## src/hdl/ars_consts.vh

```
// constants for the adc request sequencer: offsets, fields, reset values
// Contract
// - 10-bit results, optional faster 8-bit mode
// - 12 + 4 channels, 4 shared by both
// - programmable sample and conversion durations
// - parallel requests armed together, fixed order
// - queued requests convert in entry order
// - inserted channel leaves running sequence intact
// - highest priority pending source wins arbitration
// - sources started by software or triggers
// - results reduced by limit check or accumulation
// - eight result registers chainable as fifo
// - per-register wait-for-read against overwrite
// - completion request lets transfer unit move results
// - both converters can sample in sync
// - external multiplexer select driven automatically
// - unused analog pins readable as digital inputs
// - per-pin digital input disable
// - auto power-down while no conversion runs
// - broken wire detection and multiplexer test
`ifndef ARS_CONSTS_VH
`define ARS_CONSTS_VH
// register byte offsets
`define ARS_OFF_CTRL 8'h00
`define ARS_OFF_TIM 8'h04
`define ARS_OFF_PSEL 8'h08
`define ARS_OFF_QUEUE 8'h0c
`define ARS_OFF_INJ 8'h10
`define ARS_OFF_CMD 8'h14
`define ARS_OFF_LIM 8'h18
`define ARS_OFF_WFR 8'h1c
`define ARS_OFF_EMUX 8'h20
`define ARS_OFF_STAT 8'h24
`define ARS_OFF_FIFO 8'h28
`define ARS_OFF_IRQS 8'h2c
`define ARS_OFF_IRQM 8'h30
`define ARS_OFF_DIGIN 8'h34
`define ARS_OFF_DIS 8'h38
`define ARS_RES_BASE 2'h1
// control fields
`define ARS_CTRL_EN 0
`define ARS_CTRL_RES8 1
`define ARS_CTRL_APD 2
`define ARS_CTRL_SYNC 3
`define ARS_CTRL_CHAIN 4
`define ARS_CTRL_MTEST 5
`define ARS_CTRL_BWD 6
`define ARS_CTRL_RED 9:8
`define ARS_CTRL_ACCN 11:10
`define ARS_CTRL_PPRIO 13:12
`define ARS_CTRL_QPRIO 15:14
`define ARS_CTRL_PTSEL 17:16
`define ARS_CTRL_PTEN 18
`define ARS_CTRL_QTSEL 20:19
`define ARS_CTRL_QTEN 21
// reduction modes
`define ARS_RED_NONE 2'h0
`define ARS_RED_LIMIT 2'h1
`define ARS_RED_ACC 2'h2
// timing, emux, limit fields
`define ARS_TIM_SAMP 7:0
`define ARS_TIM_CONV 15:8
`define ARS_LIM_LO 9:0
`define ARS_LIM_HI 25:16
`define ARS_EMUX_CH 3:0
`define ARS_EMUX_LAST 6:4
`define ARS_EMUX_SCH 9:8
// command bits
`define ARS_CMD_PSTART 0
`define ARS_CMD_QSTART 1
`define ARS_CMD_QFLUSH 2
// interrupt status bits
`define ARS_IRQ_DONE 0
`define ARS_IRQ_LIMIT 1
`define ARS_IRQ_SEQEND 2
`define ARS_IRQ_BLOCK 3
// reset values
`define ARS_CTRL_RST 32'h0000_0000
`define ARS_TIM_RST 32'h0000_0303
`define ARS_LIM_RST 32'h03ff_0000
// channel map: shared group sits at the top of the channel range
`define ARS_SHARED_HI 2'h3
`endif

```

## src/hdl/ars_adc_seq.v

```verilog
// adc request sequencer: arbitration, timing, result storage and apb registers
`timescale 1ns/10ps
`default_nettype none
`include "ars_consts.vh"

module ars_adc_seq (
    // clock, reset, enable
    input wire clk_i,
    input wire srst_i,
    input wire ce_i,
    // apb slave
    input wire psel_i,
    input wire penable_i,
    input wire pwrite_i,
    input wire [7:0] paddr_i,
    input wire [31:0] pwdata_i,
    output reg [31:0] prdata_o,
    output wire pready_o,
    output wire pslverr_o,
    // trigger and pin inputs
    input wire [3:0] ext_trig_i,
    input wire [15:0] ain_dig_i,
    // converter cores
    input wire [9:0] cv0_res_i,
    input wire [9:0] cv1_res_i,
    output wire cv_sample_o,
    output wire cv_convert_o,
    output reg [3:0] cv0_ch_o,
    output wire [3:0] cv1_ch_o,
    output wire cv1_en_o,
    output wire cv_res8_o,
    output wire cv_pd_o,
    output wire bw_pre_o,
    output wire mux_test_o,
    output reg [2:0] emux_sel_o,
    output wire [15:0] dig_dis_o,
    // transfer unit and interrupt
    output reg xfer_req_o,
    output wire irq_o
);
    localparam ST_IDLE = 3'd0;
    localparam ST_PRE = 3'd1;
    localparam ST_SAMP = 3'd2;
    localparam ST_CONV = 3'd3;
    localparam ST_STORE = 3'd4;
    localparam SRC_INJ = 2'd0;
    localparam SRC_PAR = 2'd1;
    localparam SRC_Q = 2'd2;
    // index of lowest set bit; bit 4 flags that one was found
    function [4:0] ars_first;
        input [15:0] v;
        integer k;
        begin
            ars_first = 5'h00;
            for (k = 15; k >= 0; k = k - 1) begin
                if (v[k]) begin
                    ars_first = {1'b1, k[3:0]};
                end
            end
        end
    endfunction
    // true for every offset the slave answers without an error response
    function ars_mapped;
        input [7:0] a;
        begin
            ars_mapped = (a[1:0] == 2'h0) && ((a <= `ARS_OFF_DIS) || (a[7:6] == `ARS_RES_BASE));
        end
    endfunction
    // control and configuration registers
    reg [31:0] ctrl_reg, tim_reg, lim_reg;
    reg [9:0] emux_reg;
    reg [7:0] wfr_reg;
    reg [15:0] dis_reg, par_sel_reg, par_pend_reg;
    reg [3:0] irq_stat_reg, irq_mask_reg;
    reg err_reg;
    // queue, injection, results
    reg [3:0] q_mem [0:3];
    reg [2:0] q_wp_reg, q_rp_reg;
    reg q_arm_reg;
    reg inj_pend_reg;
    reg [3:0] inj_ch_reg;
    reg [20:0] res0_mem [0:7];
    reg [9:0] res1_mem [0:7];
    reg [15:0] valid_reg;
    reg [2:0] wptr_reg, rptr_reg;
    // sequencer
    reg [2:0] state_reg;
    reg [11:0] cnt_reg;
    reg [1:0] src_reg;
    reg [2:0] idx_reg;
    reg [13:0] acc_reg;
    reg [1:0] acc_cnt_reg;
    // synchronisers
    reg [15:0] ain_s1, ain_s2;
    reg [3:0] trg_s1, trg_s2, trg_s3;
    // apb decode
    wire apb_setup = psel_i & ~penable_i;
    wire apb_acc = psel_i & penable_i;
    wire apb_wr = apb_acc & pwrite_i;
    wire apb_rd = apb_acc & ~pwrite_i;
    assign pready_o = apb_acc;
    assign pslverr_o = apb_acc & err_reg;
    wire wr_cmd = apb_wr && (paddr_i == `ARS_OFF_CMD);
    wire is_res = (paddr_i[7:6] == `ARS_RES_BASE);
    wire [3:0] res_ai = paddr_i[5:2];
    // converter configuration
    wire en = ctrl_reg[`ARS_CTRL_EN];
    wire res8 = ctrl_reg[`ARS_CTRL_RES8];
    wire sync = ctrl_reg[`ARS_CTRL_SYNC];
    wire chain = ctrl_reg[`ARS_CTRL_CHAIN];
    wire bwd = ctrl_reg[`ARS_CTRL_BWD];
    wire [1:0] red = ctrl_reg[`ARS_CTRL_RED];
    // triggers: only the settled stage feeds the edge detector
    wire [3:0] trg_rise = trg_s2 & ~trg_s3;
    wire par_go = (ctrl_reg[`ARS_CTRL_PTEN] & trg_rise[ctrl_reg[`ARS_CTRL_PTSEL]])
                | (wr_cmd & pwdata_i[`ARS_CMD_PSTART]);
    wire q_go = (ctrl_reg[`ARS_CTRL_QTEN] & trg_rise[ctrl_reg[`ARS_CTRL_QTSEL]])
              | (wr_cmd & pwdata_i[`ARS_CMD_QSTART]);
    wire q_flush = wr_cmd & pwdata_i[`ARS_CMD_QFLUSH];
    // queue status
    wire q_empty = (q_wp_reg == q_rp_reg);
    wire q_full = (q_wp_reg[1:0] == q_rp_reg[1:0]) && (q_wp_reg[2] != q_rp_reg[2]);
    wire [2:0] q_cnt = q_wp_reg - q_rp_reg;
    // arbitration: inserted channel always highest, then programmed levels
    wire [4:0] par_first = ars_first(par_pend_reg);
    wire par_req = par_first[4];
    wire q_req = q_arm_reg & ~q_empty;
    wire par_wins = par_req & (~q_req | (ctrl_reg[`ARS_CTRL_PPRIO] >= ctrl_reg[`ARS_CTRL_QPRIO]));
    reg [1:0] g_src;
    reg [3:0] g_ch;
    reg g_req;
    always @* begin
        g_req = 1'b1;
        g_src = SRC_INJ;
        g_ch = inj_ch_reg;
        if (inj_pend_reg) begin
            g_src = SRC_INJ;
        end else if (par_wins) begin
            g_src = SRC_PAR;
            g_ch = par_first[3:0];
        end else if (q_req) begin
            g_src = SRC_Q;
            g_ch = q_mem[q_rp_reg[1:0]];
        end else begin
            g_req = 1'b0;
        end
    end
    // target register and wait-for-read hold-off
    wire [2:0] g_idx = chain ? wptr_reg : g_ch[2:0];
    wire g_busy = valid_reg[g_idx] | (sync & valid_reg[{1'b1, g_idx}]);
    wire g_block = wfr_reg[g_idx] & g_busy;
    wire grant = ce_i & en & g_req & ~g_block & (state_reg == ST_IDLE);
    // conversion length: bits times per-bit period
    wire [8:0] cvp1 = {1'b0, tim_reg[`ARS_TIM_CONV]} + 9'h001;
    wire [11:0] conv_len = res8 ? {cvp1, 3'h0} : ({cvp1, 3'h0} + {2'h0, cvp1, 1'h0});
    wire [11:0] samp_len = {4'h0, tim_reg[`ARS_TIM_SAMP]};
    // result shaping and reduction
    wire [13:0] raw = res8 ? {6'h00, cv0_res_i[9:2]} : {4'h0, cv0_res_i};
    wire [13:0] acc_sum = acc_reg + raw;
    wire out_band = (raw[9:0] < lim_reg[`ARS_LIM_LO]) || (raw[9:0] > lim_reg[`ARS_LIM_HI]);
    wire acc_last = (acc_cnt_reg == ctrl_reg[`ARS_CTRL_ACCN]);
    wire in_store = (state_reg == ST_STORE);
    wire keep = (red == `ARS_RED_LIMIT) ? out_band :
                (red == `ARS_RED_ACC) ? acc_last : 1'b1;
    wire store = ce_i & in_store & keep;
    wire [13:0] st_val = (red == `ARS_RED_ACC) ? acc_sum : raw;
    // read side effects on result registers
    wire rd_res = ce_i & apb_rd & is_res & (paddr_i[1:0] == 2'h0);
    wire rd_fifo = ce_i & apb_rd & (paddr_i == `ARS_OFF_FIFO);
    wire [15:0] vclr = (rd_res ? (16'h0001 << res_ai) : 16'h0000)
                     | (rd_fifo ? (16'h0001 << rptr_reg) : 16'h0000);
    wire [15:0] vset = store ? ((16'h0001 << idx_reg) | ({15'h0000, sync} << {1'b1, idx_reg}))
                     : 16'h0000;
    // input synchronisers
    always @(posedge clk_i) begin
        if (srst_i) begin
            ain_s1 <= 16'h0000;
            ain_s2 <= 16'h0000;
            trg_s1 <= 4'h0;
            trg_s2 <= 4'h0;
            trg_s3 <= 4'h0;
        end else if (ce_i) begin
            ain_s1 <= ain_dig_i;
            ain_s2 <= ain_s1;
            trg_s1 <= ext_trig_i;
            trg_s2 <= trg_s1;
            trg_s3 <= trg_s2;
        end
    end
    // software-written configuration
    always @(posedge clk_i) begin
        if (srst_i) begin
            ctrl_reg <= `ARS_CTRL_RST;
            tim_reg <= `ARS_TIM_RST;
            lim_reg <= `ARS_LIM_RST;
            emux_reg <= 10'h000;
            wfr_reg <= 8'h00;
            dis_reg <= 16'h0000;
            par_sel_reg <= 16'h0000;
            irq_mask_reg <= 4'h0;
        end else if (ce_i && apb_wr) begin
            case (paddr_i)
                `ARS_OFF_CTRL: ctrl_reg <= pwdata_i;
                `ARS_OFF_TIM: tim_reg <= {16'h0000, pwdata_i[15:0]};
                `ARS_OFF_PSEL: par_sel_reg <= pwdata_i[15:0];
                `ARS_OFF_LIM: lim_reg <= {6'h00, pwdata_i[25:16], 6'h00, pwdata_i[9:0]};
                `ARS_OFF_WFR: wfr_reg <= pwdata_i[7:0];
                `ARS_OFF_EMUX: emux_reg <= pwdata_i[9:0];
                `ARS_OFF_IRQM: irq_mask_reg <= pwdata_i[3:0];
                `ARS_OFF_DIS: dis_reg <= pwdata_i[15:0];
                default: ctrl_reg <= ctrl_reg;
            endcase
        end
    end
    // request sources: activation wins over the grant that clears
    always @(posedge clk_i) begin
        if (srst_i) begin
            par_pend_reg <= 16'h0000;
            q_wp_reg <= 3'h0;
            q_rp_reg <= 3'h0;
            q_arm_reg <= 1'b0;
            inj_pend_reg <= 1'b0;
            inj_ch_reg <= 4'h0;
        end else if (ce_i) begin
            par_pend_reg <= (par_pend_reg & ~((grant && g_src == SRC_PAR) ?
                            (16'h0001 << g_ch) : 16'h0000)) | (par_go ? par_sel_reg : 16'h0000);
            if (q_flush) begin
                q_wp_reg <= 3'h0;
                q_rp_reg <= 3'h0;
                q_arm_reg <= 1'b0;
            end else begin
                if (apb_wr && paddr_i == `ARS_OFF_QUEUE && !q_full) begin
                    q_wp_reg <= q_wp_reg + 3'h1;
                end
                if (grant && g_src == SRC_Q) begin
                    q_rp_reg <= q_rp_reg + 3'h1;
                end
                if (q_go) begin
                    q_arm_reg <= 1'b1;
                end
            end
            if (apb_wr && paddr_i == `ARS_OFF_INJ) begin
                inj_pend_reg <= 1'b1;
                inj_ch_reg <= pwdata_i[3:0];
            end else if (grant && g_src == SRC_INJ) begin
                inj_pend_reg <= 1'b0;
            end
        end
    end
    // queue storage needs no reset; the pointers guard it
    always @(posedge clk_i) begin
        if (ce_i && apb_wr && paddr_i == `ARS_OFF_QUEUE && !q_full && !q_flush) begin
            q_mem[q_wp_reg[1:0]] <= pwdata_i[3:0];
        end
    end
    // conversion sequencer
    always @(posedge clk_i) begin
        if (srst_i) begin
            state_reg <= ST_IDLE;
            cnt_reg <= 12'h000;
            src_reg <= SRC_INJ;
            idx_reg <= 3'h0;
            cv0_ch_o <= 4'h0;
        end else if (ce_i) begin
            case (state_reg)
                ST_IDLE: begin
                    if (grant) begin
                        src_reg <= g_src;
                        idx_reg <= g_idx;
                        cv0_ch_o <= g_ch;
                        cnt_reg <= samp_len;
                        state_reg <= bwd ? ST_PRE : ST_SAMP;
                    end
                end
                ST_PRE: begin
                    // precharge lasts one sample time so an open input drifts visibly
                    if (cnt_reg == 12'h000) begin
                        cnt_reg <= samp_len;
                        state_reg <= ST_SAMP;
                    end else begin
                        cnt_reg <= cnt_reg - 12'h001;
                    end
                end
                ST_SAMP: begin
                    if (cnt_reg == 12'h000) begin
                        cnt_reg <= conv_len - 12'h001;
                        state_reg <= ST_CONV;
                    end else begin
                        cnt_reg <= cnt_reg - 12'h001;
                    end
                end
                ST_CONV: begin
                    if (cnt_reg == 12'h000) begin
                        state_reg <= ST_STORE;
                    end else begin
                        cnt_reg <= cnt_reg - 12'h001;
                    end
                end
                ST_STORE: state_reg <= ST_IDLE;
                default: state_reg <= ST_IDLE;
            endcase
        end
    end
    // reduction, result pointers, external mux stepping, transfer request
    always @(posedge clk_i) begin
        if (srst_i) begin
            acc_reg <= 14'h0000;
            acc_cnt_reg <= 2'h0;
            wptr_reg <= 3'h0;
            rptr_reg <= 3'h0;
            valid_reg <= 16'h0000;
            emux_sel_o <= 3'h0;
            xfer_req_o <= 1'b0;
        end else if (ce_i) begin
            valid_reg <= (valid_reg & ~vclr) | vset;
            xfer_req_o <= store;
            if (store && chain) begin
                wptr_reg <= wptr_reg + 3'h1;
            end
            if (rd_fifo) begin
                rptr_reg <= rptr_reg + 3'h1;
            end
            if (in_store && red == `ARS_RED_ACC) begin
                acc_reg <= acc_last ? 14'h0000 : acc_sum;
                acc_cnt_reg <= acc_last ? 2'h0 : acc_cnt_reg + 2'h1;
            end
            if (in_store && cv0_ch_o == emux_reg[`ARS_EMUX_CH]) begin
                // step after the conversion so the next sample sees a settled mux
                emux_sel_o <= (emux_sel_o == emux_reg[`ARS_EMUX_LAST]) ? 3'h0
                            : emux_sel_o + 3'h1;
            end
        end
    end
    // result storage for both converters, laid out as the read word
    always @(posedge clk_i) begin
        if (store) begin
            res0_mem[idx_reg] <= {bwd, cv0_ch_o, 2'h0, st_val};
            res1_mem[idx_reg] <= cv1_res_i;
        end
    end
    // sticky interrupt flags: a new event beats a same-cycle clear
    wire [3:0] irq_ev;
    assign irq_ev[`ARS_IRQ_DONE] = store;
    assign irq_ev[`ARS_IRQ_LIMIT] = store & (red == `ARS_RED_LIMIT);
    assign irq_ev[`ARS_IRQ_SEQEND] = grant & (g_src == SRC_PAR) & ~|(par_pend_reg & ~(16'h0001 << g_ch));
    assign irq_ev[`ARS_IRQ_BLOCK] = en & g_req & g_block & (state_reg == ST_IDLE);
    always @(posedge clk_i) begin
        if (srst_i) begin
            irq_stat_reg <= 4'h0;
        end else if (ce_i) begin
            irq_stat_reg <= (irq_stat_reg & ~((apb_wr && paddr_i == `ARS_OFF_IRQS) ?
                            pwdata_i[3:0] : 4'h0)) | irq_ev;
        end
    end
    assign irq_o = |(irq_stat_reg & irq_mask_reg);
    // read data is captured in the setup cycle, answered with zero wait
    reg [31:0] rd_next;
    always @* begin
        rd_next = 32'h0000_0000;
        case (paddr_i)
            `ARS_OFF_CTRL: rd_next = ctrl_reg;
            `ARS_OFF_TIM: rd_next = tim_reg;
            `ARS_OFF_PSEL: rd_next = {par_pend_reg, par_sel_reg};
            `ARS_OFF_QUEUE: rd_next = {27'h0, q_arm_reg, q_full, q_cnt};
            `ARS_OFF_INJ: rd_next = {27'h0, inj_pend_reg, inj_ch_reg};
            `ARS_OFF_LIM: rd_next = lim_reg;
            `ARS_OFF_WFR: rd_next = {24'h0, wfr_reg};
            `ARS_OFF_EMUX: rd_next = {19'h0, emux_sel_o, emux_reg};
            `ARS_OFF_STAT: rd_next = {valid_reg, 5'h0, rptr_reg, 1'b0, wptr_reg,
                                      cv_pd_o, state_reg};
            `ARS_OFF_FIFO: rd_next = {valid_reg[{1'b0, rptr_reg}], 10'h0, res0_mem[rptr_reg]};
            `ARS_OFF_IRQS: rd_next = {28'h0, irq_stat_reg};
            `ARS_OFF_IRQM: rd_next = {28'h0, irq_mask_reg};
            `ARS_OFF_DIGIN: rd_next = {16'h0, ain_s2 & ~dis_reg};
            `ARS_OFF_DIS: rd_next = {16'h0, dis_reg};
            default: begin
                if (is_res && !res_ai[3]) begin
                    rd_next = {valid_reg[res_ai], 10'h0, res0_mem[res_ai[2:0]]};
                end else if (is_res) begin
                    rd_next = {valid_reg[res_ai], 21'h0, res1_mem[res_ai[2:0]]};
                end
            end
        endcase
    end
    always @(posedge clk_i) begin
        if (srst_i) begin
            prdata_o <= 32'h0000_0000;
            err_reg <= 1'b0;
        end else if (ce_i && apb_setup) begin
            prdata_o <= pwrite_i ? 32'h0000_0000 : rd_next;
            err_reg <= ~ars_mapped(paddr_i);
        end
    end
    // converter core controls
    assign cv_sample_o = (state_reg == ST_SAMP);
    assign cv_convert_o = (state_reg == ST_CONV);
    assign cv_res8_o = res8;
    assign cv1_ch_o = {`ARS_SHARED_HI, emux_reg[`ARS_EMUX_SCH]};
    assign cv1_en_o = sync & (state_reg != ST_IDLE);
    assign cv_pd_o = ~en | (ctrl_reg[`ARS_CTRL_APD] & (state_reg == ST_IDLE));
    assign bw_pre_o = (state_reg == ST_PRE);
    assign mux_test_o = ctrl_reg[`ARS_CTRL_MTEST];
    assign dig_dis_o = dis_reg;
endmodule // ars_adc_seq
`default_nettype wire

```

## config.mk

```make
export PLATFORM = sky130hd
export DESIGN_NAME = ars_adc_seq
export DESIGN_NICKNAME = d
export VERILOG_FILES = /design/src/hdl/ars_adc_seq.v
export VERILOG_INCLUDE_DIRS = /design/src /design/src/hdl
export SDC_FILE = /design/constraint.sdc
export NUM_CORES = 1
export LEC_CHECK = 0
export BUFFER_PORTS_ARGS = -buffer_cell sky130_fd_sc_hd__clkbuf_2
export CORE_MARGIN = 2
export CORE_UTILIZATION = 30
export CTS_CLUSTER_SIZE = 24
export DETAILED_ROUTE_END_ITERATION = 10
export GPL_TIMING_DRIVEN = 0
export PLACE_DENSITY_LB_ADDON = 0.3
export REMOVE_ABC_BUFFERS = 1
export SLEW_MARGIN = 20
export SYNTH_ARGS = -nofsm -noshare
export SYNTH_HDL_FRONTEND = slang
export SYNTH_SLANG_ARGS = --single-unit
export TNS_END_PERCENT = 1
```

## constraint.sdc

```tcl
create_clock -name clk_i -period 10.5 [get_ports clk_i]
set_input_delay 1.575 -clock clk_i [delete_from_list [all_inputs] [get_ports clk_i]]
set_output_delay 1.575 -clock clk_i [all_outputs]
set_load 0.005 [all_outputs]
```

Word level (Yosys, flattened, before mapping). Memory sizes are Yosys's and may differ from the RTL's. A register that Yosys moved wholly into a read port is not among the register bits. Index checks and enable logic that the tools add are counted.

Register bits: 295. Bits in writable memories: 248. Input port bits: 86. Output and inout bits: 70. Logic and storage cells: 303. Memories: 3.

$add $sub $neg: 12. Magnitude comparators: 11. Equality and inequality tests: 34. Shift-type cells: 5. Mux-type cells: 85. Bitwise operators: 62. Reduce and logical (&&, ||, !) cells: 58.

Memory list: res0_mem (words 8, width 19, read ports 2, clocked after Yosys merged registers in 1, wr ports 1, RTL line ars_adc_seq.v:82) `reg [20:0] res0_mem [0:7];`; res1_mem (words 8, width 10, read ports 1, clocked after Yosys merged registers in 0, wr ports 1, RTL line ars_adc_seq.v:83) `reg [9:0] res1_mem [0:7];`; q_mem (words 4, width 4, read ports 1, clocked after Yosys merged registers in 1, wr ports 1, RTL line ars_adc_seq.v:77) `reg [3:0] q_mem [0:3];`.

Operator list (number): $pmux 32 s14 (1); $mux 32 (3); $mux 16 (5); $mux 5 (16); $and 16x16->16 (4); $not 16->16 (4); $or 16x16->16 (4); $mux 12 (5); $eq 8x6->1 const B (7); $pmux 12 s4 (1); $mux 3 (12); $reduce_and 2->1 (17); $and 1x1->1 (32); $eq 8x5->1 const B (4); $shl 1x3->16 const A (2); $shl 1x4->16 const A (2); $mux 14 (2); $sub 12x1->12 const B (2); $mux 1 (20); $logic_and 1x1->1 (19); $eq 8x4->1 const B (2); $mux 4 (4); $reduce_or 16->1 (1); $shl 1x4->16 (1); 50 further kinds (97).

Depth between registers and ports, before layout.
Word-level depth: 33. Mapped depth: 15. Depth with buffers taken out: 14.

Worst setup path before layout. Ideal clock, no wire load.

Kind: input-to-reg. From: input cv0_res_i[3]. To: memory res0_mem[0][0] (netlist name), enable pin. Setup time: 451 ps. Arrival time: 5766 ps. Data required time: 10049 ps. Slack: 4282 ps. Cell stages on the path: 12. Buffers on the path: 1. Path through: mux2_2 -> ha_1 -> a21boi_0 -> o21a_1 -> o21a_1 -> o21a_1 -> o21ai_0 -> nand3_1 -> a221oi_1 -> clkbuf_1 -> nand2b_1 -> nor3_1.

Longest elaborated chain between the ends: 7. Elaborated cells on any way between the ends: 8. Classes of those cells: order compare (2); mux (4); bitwise (1); reduce/logical (1).

RTL lines: start, declared (RTL line ars_adc_seq.v:24) `input wire [9:0] cv0_res_i,`; $mux 10 (*) (RTL line ars_adc_seq.v:158) `wire [13:0] raw = res8 ? {6'h00, cv0_res_i[9:2]} : {4'h0, cv0_res_i};`; $lt 10x10->1 or $gt 10x10->1 (tied branches) (RTL line ars_adc_seq.v:160) `` wire out_band = (raw[9:0] < lim_reg[`ARS_LIM_LO]) || (raw[9:0] > lim_reg[`ARS_LIM_HI]); ``; $logic_or 1x1->1 (*) (RTL line ars_adc_seq.v:160); $mux 1 (*) (RTL line ars_adc_seq.v:163) `` wire keep = (red == `ARS_RED_LIMIT) ? out_band : ``; $and 1x1->1 (*) (RTL line ars_adc_seq.v:165) `wire store = ce_i & in_store & keep;`; $mux 1 (*) (RTL line ars_adc_seq.v:336) `if (store) begin`; $mux 1 (not written as such) (*) (RTL line ars_adc_seq.v:337) `res0_mem[idx_reg] <= {bwd, cv0_ch_o, 2'h0, st_val};`; end, declared (RTL line ars_adc_seq.v:82).

Mark *: on every way between the ends. The rest lies on a longest branch, timed or not.

Worst setup path after layout.
From: input cv0_res_i[3]. To: memory res1_mem[4][8], enable pin.

Longest elaborated chain between the ends: 7. Elaborated cells on any way between the ends: 8. Classes of those cells: order compare (2); mux (4); bitwise (1); reduce/logical (1).

RTL lines: $mux 10 (*) (RTL line ars_adc_seq.v:158); $lt 10x10->1 or $gt 10x10->1 (tied branches) (RTL line ars_adc_seq.v:160); $logic_or 1x1->1 (*) (RTL line ars_adc_seq.v:160); $mux 1 (*) (RTL line ars_adc_seq.v:163); $and 1x1->1 (*) (RTL line ars_adc_seq.v:165); $mux 1 (*) (RTL line ars_adc_seq.v:336); $mux 1 (not written as such) (*) (RTL line ars_adc_seq.v:338) `res1_mem[idx_reg] <= cv1_res_i;`; end, declared (RTL line ars_adc_seq.v:83).

Marks and branches as above.

==> flow_summary.html <==
<table>
<tr><th>Metric</th><th>Value</th></tr>
<tr><th colspan="2">Clocking</th></tr>
<tr><td>Number of H-tree levels</td><td>2</td></tr>
<tr><td>Resized cells post-CTS</td><td>0</td></tr>
<tr><td>Maximum root-to-sink buffer count</td><td>3</td></tr>
<tr><td>Number of buffers added for setup after CTS</td><td>0</td></tr>
<tr><td>TritonCTS Sinks</td><td>548</td></tr>
<tr><td>Clock edge transition at the registers on the reported setup and hold paths</td><td>60 ps</td></tr>
<tr><td>Hold Buf Count CTS</td><td>0</td></tr>
<tr><td>Num CTS Buffers</td><td>60</td></tr>
<tr><td>Clock latency on the worst-skew pair</td><td>between 600 and 700 ps</td></tr>
<tr><td>Root buffer selected by CTS</td><td>clkbuf_16</td></tr>
<tr><td>Clock tree from TritonCTS</td><td>built</td></tr>
<tr><th colspan="2">Yosys</th></tr>
<tr><td>Async set-reset flop share out of synthesis</td><td>0</td></tr>
<tr><td>Count of mapped cells out of synthesis</td><td>2505</td></tr>
<tr><td>Area share of the largest cell type after synthesis</td><td>0.280</td></tr>
<tr><td>Top FF cell, synth</td><td>dfxtp_1</td></tr>
<tr><td>Yosys warnings</td><td>0</td></tr>
<tr><td>Number of enable flip-flop cells after synthesis</td><td>248</td></tr>
<tr><td>Post-synthesis cell type count</td><td>around 80</td></tr>
<tr><td>Synth Area per Inst</td><td>~11 sq um</td></tr>
<tr><td>Leading cell types by total area after synthesis</td><td>edfxtp_1 (28%), dfxtp_1 (23%), mux4_2 (9.9%)</td></tr>
<tr><td>Cell area after synthesis</td><td>~27000 sq um</td></tr>
<tr><td>Sequential element share of the synthesized area</td><td>0.505</td></tr>
<tr><td>Post-synthesis register bit count</td><td>around 550</td></tr>
<tr><td>Cell type contributing the most total cell area after synthesis</td><td>edfxtp_1</td></tr>
<tr><td>Commonest cells post-synth</td><td>nand2_1 (383), dfxtp_1 (300), edfxtp_1 (248)</td></tr>
<tr><td>Most used standard cell by instance count after synthesis</td><td>nand2_1</td></tr>
<tr><th colspan="2">Layout</th></tr>
<tr><td>Max reg flops</td><td>152</td></tr>
<tr><td>Signed area change from the synthesized netlist to the final layout</td><td>17.7%</td></tr>
<tr><td>Fin nets</td><td>approximately 2800</td></tr>
<tr><td>N_diodes</td><td>0</td></tr>
<tr><td>Share of cells above drive strength 1</td><td>0.183</td></tr>
<tr><td>End-of-flow core utilization</td><td>0.355</td></tr>
<tr><td>FILL cells</td><td>8807</td></tr>
<tr><td>Final std cells w/o fill</td><td>3839</td></tr>
<tr><td>Registers with the most flip-flops</td><td>res0_mem (152), res1_mem (80)</td></tr>
<tr><td>Total area of multi-input combinational cells</td><td>12500 sq um</td></tr>
<tr><td>Register containing the most flip-flops in the final layout</td><td>res0_mem</td></tr>
<tr><td>Final cell area excluding filler cells</td><td>31400 sq um</td></tr>
<tr><td>Sequential cell area</td><td>approximately 13000 sq um</td></tr>
<tr><th colspan="2">Floorplanning</th></tr>
<tr><td>Area enclosed by the die boundary</td><td>91200 sq um</td></tr>
<tr><td>Starting density of the core</td><td>0.302</td></tr>
<tr><td>Core region area</td><td>88200 sq um</td></tr>
<tr><td>Boundary Pins</td><td>~160</td></tr>
<tr><td># rows</td><td>109</td></tr>
<tr><td>Die Y-Extent</td><td>between 300 and 400 um</td></tr>
<tr><td>Width of the die</td><td>~300 um</td></tr>
<tr><th colspan="2">Setup path</th></tr>
<tr><td>Arrival time at the worst endpoint</td><td>5550 ps</td></tr>
<tr><td>Required time of the worst setup path</td><td>roughly 11000 ps</td></tr>
<tr><td>Largest driver fanout on the critical path</td><td>8</td></tr>
<tr><td>Kind of end point of the critical path</td><td>flop</td></tr>
<tr><td>Depth of the worst register-to-register path</td><td>16</td></tr>
<tr><td>Startpoint class of the critical path</td><td>primary input</td></tr>
<tr><td>Kind of critical path</td><td>in -&gt; reg</td></tr>
<tr><th colspan="2">Timing</th></tr>
<tr><td>Final slew viol count</td><td>0</td></tr>
<tr><td>Final TNS setup</td><td>0 ps</td></tr>
<tr><td>Final setup violation count</td><td>0</td></tr>
<tr><td>Unrepaired setup endpoints after global routing</td><td>no</td></tr>
<tr><td>Worst Max-Slew Pin Slew</td><td>1220 ps</td></tr>
<tr><td>Number of failing hold endpoints at the final stage</td><td>0</td></tr>
<tr><td>Worst-case hold slack</td><td>451 ps</td></tr>
<tr><td>Min Tclk post-route</td><td>5190 ps</td></tr>
<tr><td>Headroom to the max-slew limit</td><td>0.176</td></tr>
<tr><td>Period utilisation layout</td><td>0.494</td></tr>
<tr><td>FMAX</td><td>a little under 200 MHz</td></tr>
<tr><td>Final clock skew</td><td>31.3 ps</td></tr>
<tr><th colspan="2">Pwr</th></tr>
<tr><td>Power density over cell area</td><td>152 nW/um^2</td></tr>
<tr><td>LEAKAGE</td><td>10.9 nW</td></tr>
<tr><td>Peak supply drop</td><td>124 uV</td></tr>
<tr><th colspan="2">Global route</th></tr>
<tr><td>Via count of the first global-routing pass</td><td>roughly 20000</td></tr>
<tr><td>Overall track demand over capacity in global routing</td><td>0.200</td></tr>
<tr><td>Pin count of the biggest net entering global routing</td><td>between 100 and 150</td></tr>
<tr><td>Total grt overflow</td><td>0</td></tr>
<tr><td>First-pass GRT wire length</td><td>136000 um</td></tr>
<tr><td>Initial antenna violation count</td><td>2</td></tr>
<tr><th colspan="2">Routing</th></tr>
<tr><td>Drt wl/cell</td><td>24.0 um</td></tr>
<tr><td>Number of violations reported at the end of detailed-routing iteration 0</td><td>2228</td></tr>
<tr><td>Via density per instance</td><td>between 5 and 6</td></tr>
<tr><td>Vias post-DR</td><td>21000</td></tr>
<tr><td>Total iterations of the first detailed-routing run</td><td>6</td></tr>
<tr><td>Remaining DRCs</td><td>0</td></tr>
<tr><td>ANT nets after route</td><td>0</td></tr>
<tr><td>Post-detailed-routing wire length</td><td>92100 um</td></tr>
<tr><th colspan="2">Place</th></tr>
<tr><td>Routability congestion estimate from global placement</td><td>0.925</td></tr>
<tr><td>Placed cell area</td><td>29300 sq um</td></tr>
<tr><td>Post-placement cell count</td><td>~3700</td></tr>
<tr><td>Post-DP HPWL</td><td>66700 um</td></tr>
<tr><td>Port bufs</td><td>153</td></tr>
<tr><th colspan="2">Hold path</th></tr>
<tr><td>Hold-critical path depth</td><td>2</td></tr>
<tr><td>Path category of the worst min-delay check</td><td>reg -&gt; reg</td></tr>
<tr><th colspan="2">Run</th></tr>
<tr><td>Maximum capacitance violations</td><td>0</td></tr>
<tr><th colspan="2">Outcome</th></tr>
<tr><td>Run status</td><td>finished clean</td></tr>
</table>
[final cells by class]
cell class	count	area share
clock inverter	34	0.0131
tap	1165	0.0465
clock buffer	78	0.0529
multi-input combinational	1735	0.399
sequential	548	0.429
timing repair buffer	209	0.0513
inverter	70	0.00846
[worst paths after layout]
kind                      from             end  slack (ps)
setup / recovery  cv0_res_i[3]  res1_mem[4][8]        5310
hold / removal     prdata_o[2]     prdata_o[2]         450
setup reg to reg   ctrl_reg[1]  res1_mem[4][8]        5390
hold reg to reg    prdata_o[2]     prdata_o[2]         450
[cells in the final DEF (no fill, tap or decap), drive strengths merged, types with 10 or more instances in the layout]
cell	netlist	final
edfxtp	248	248
o21a	12	12
xnor2	31	31
mux2	14	14
o21ai	45	45
nor2b	20	20
buf	31	56
clkbuf	122	231
ha	56	56
nand2b	19	19
nor3	44	44
a21o	15	15
clkinv	0	23
and2	18	18
o211ai	29	29
o311ai	20	20
nand4	11	11
nor4	15	15
dfxtp	300	300
nand3	57	57
a222oi	27	27
xor2	18	18
o31ai	12	12
nor2	226	226
a22oi	35	35
nand2	383	383
mux2i	93	93
a21oi	234	234
a221oi	20	20
or4	10	10
a211oi	11	11
inv	70	71
mux4	117	117
[critical path, stage by stage]
cell      delay, ps
clkbuf_2         90
mux2_2          370
ha_1            290
a21boi_0        120
o21a_1          200
o21a_1          160
o21a_1          160
o21ai_0         140
nand3_1         130
a221oi_4        550
buf_6           230
nand2_1         210
nor3_2          510
buf_6           230
buf_4           160
buf_4           190
buf_4           210
[metrics by stage]
stage / setup slack, ps / total power, mW
2_1_floorplan: 3990 / 2.46
3_3_place_gp: -1290 / 2.61
3_5_place_dp: 4700 / 2.61
4_1_cts: 5400 / 4.81
5_1_grt: 5030 / 4.93
6_report: 5310 / 4.77
[layer usage]
layer / GRT usage / up-vias / part of all wire / wire length, um
li1: - / 9587 / - / -
met1: 0.274 / 10400 / 0.42 / 39000
met2: 0.313 / 904 / 0.45 / 41300
met3: 0.0343 / 164 / 0.084 / 7730
met4: 0.0826 / 2 / 0.044 / 4070
met5: 0 / - / 0.00015 / 14
[power breakdown]
part,switching (mW),internal (mW)
Clock,0.931,1.27
Sequential,0.0169,2.24
Combinational,0.202,0.113
Total,1.15,3.62
[kinds of logic after synthesis]
family | Yosys count | synth area share
buffers and inverters | 223 | 0.0324
flip-flops | 548 | 0.505
AND/OR/NAND/NOR | 844 | 0.138
adder cells (fa/ha/maj) | 59 | 0.0286
AO/OA/AOI/OAI | 557 | 0.140
multiplexers | 224 | 0.140
XOR/XNOR | 49 | 0.0161
other | 1 | 0.000141
Power figures use the tool's default switching activity.
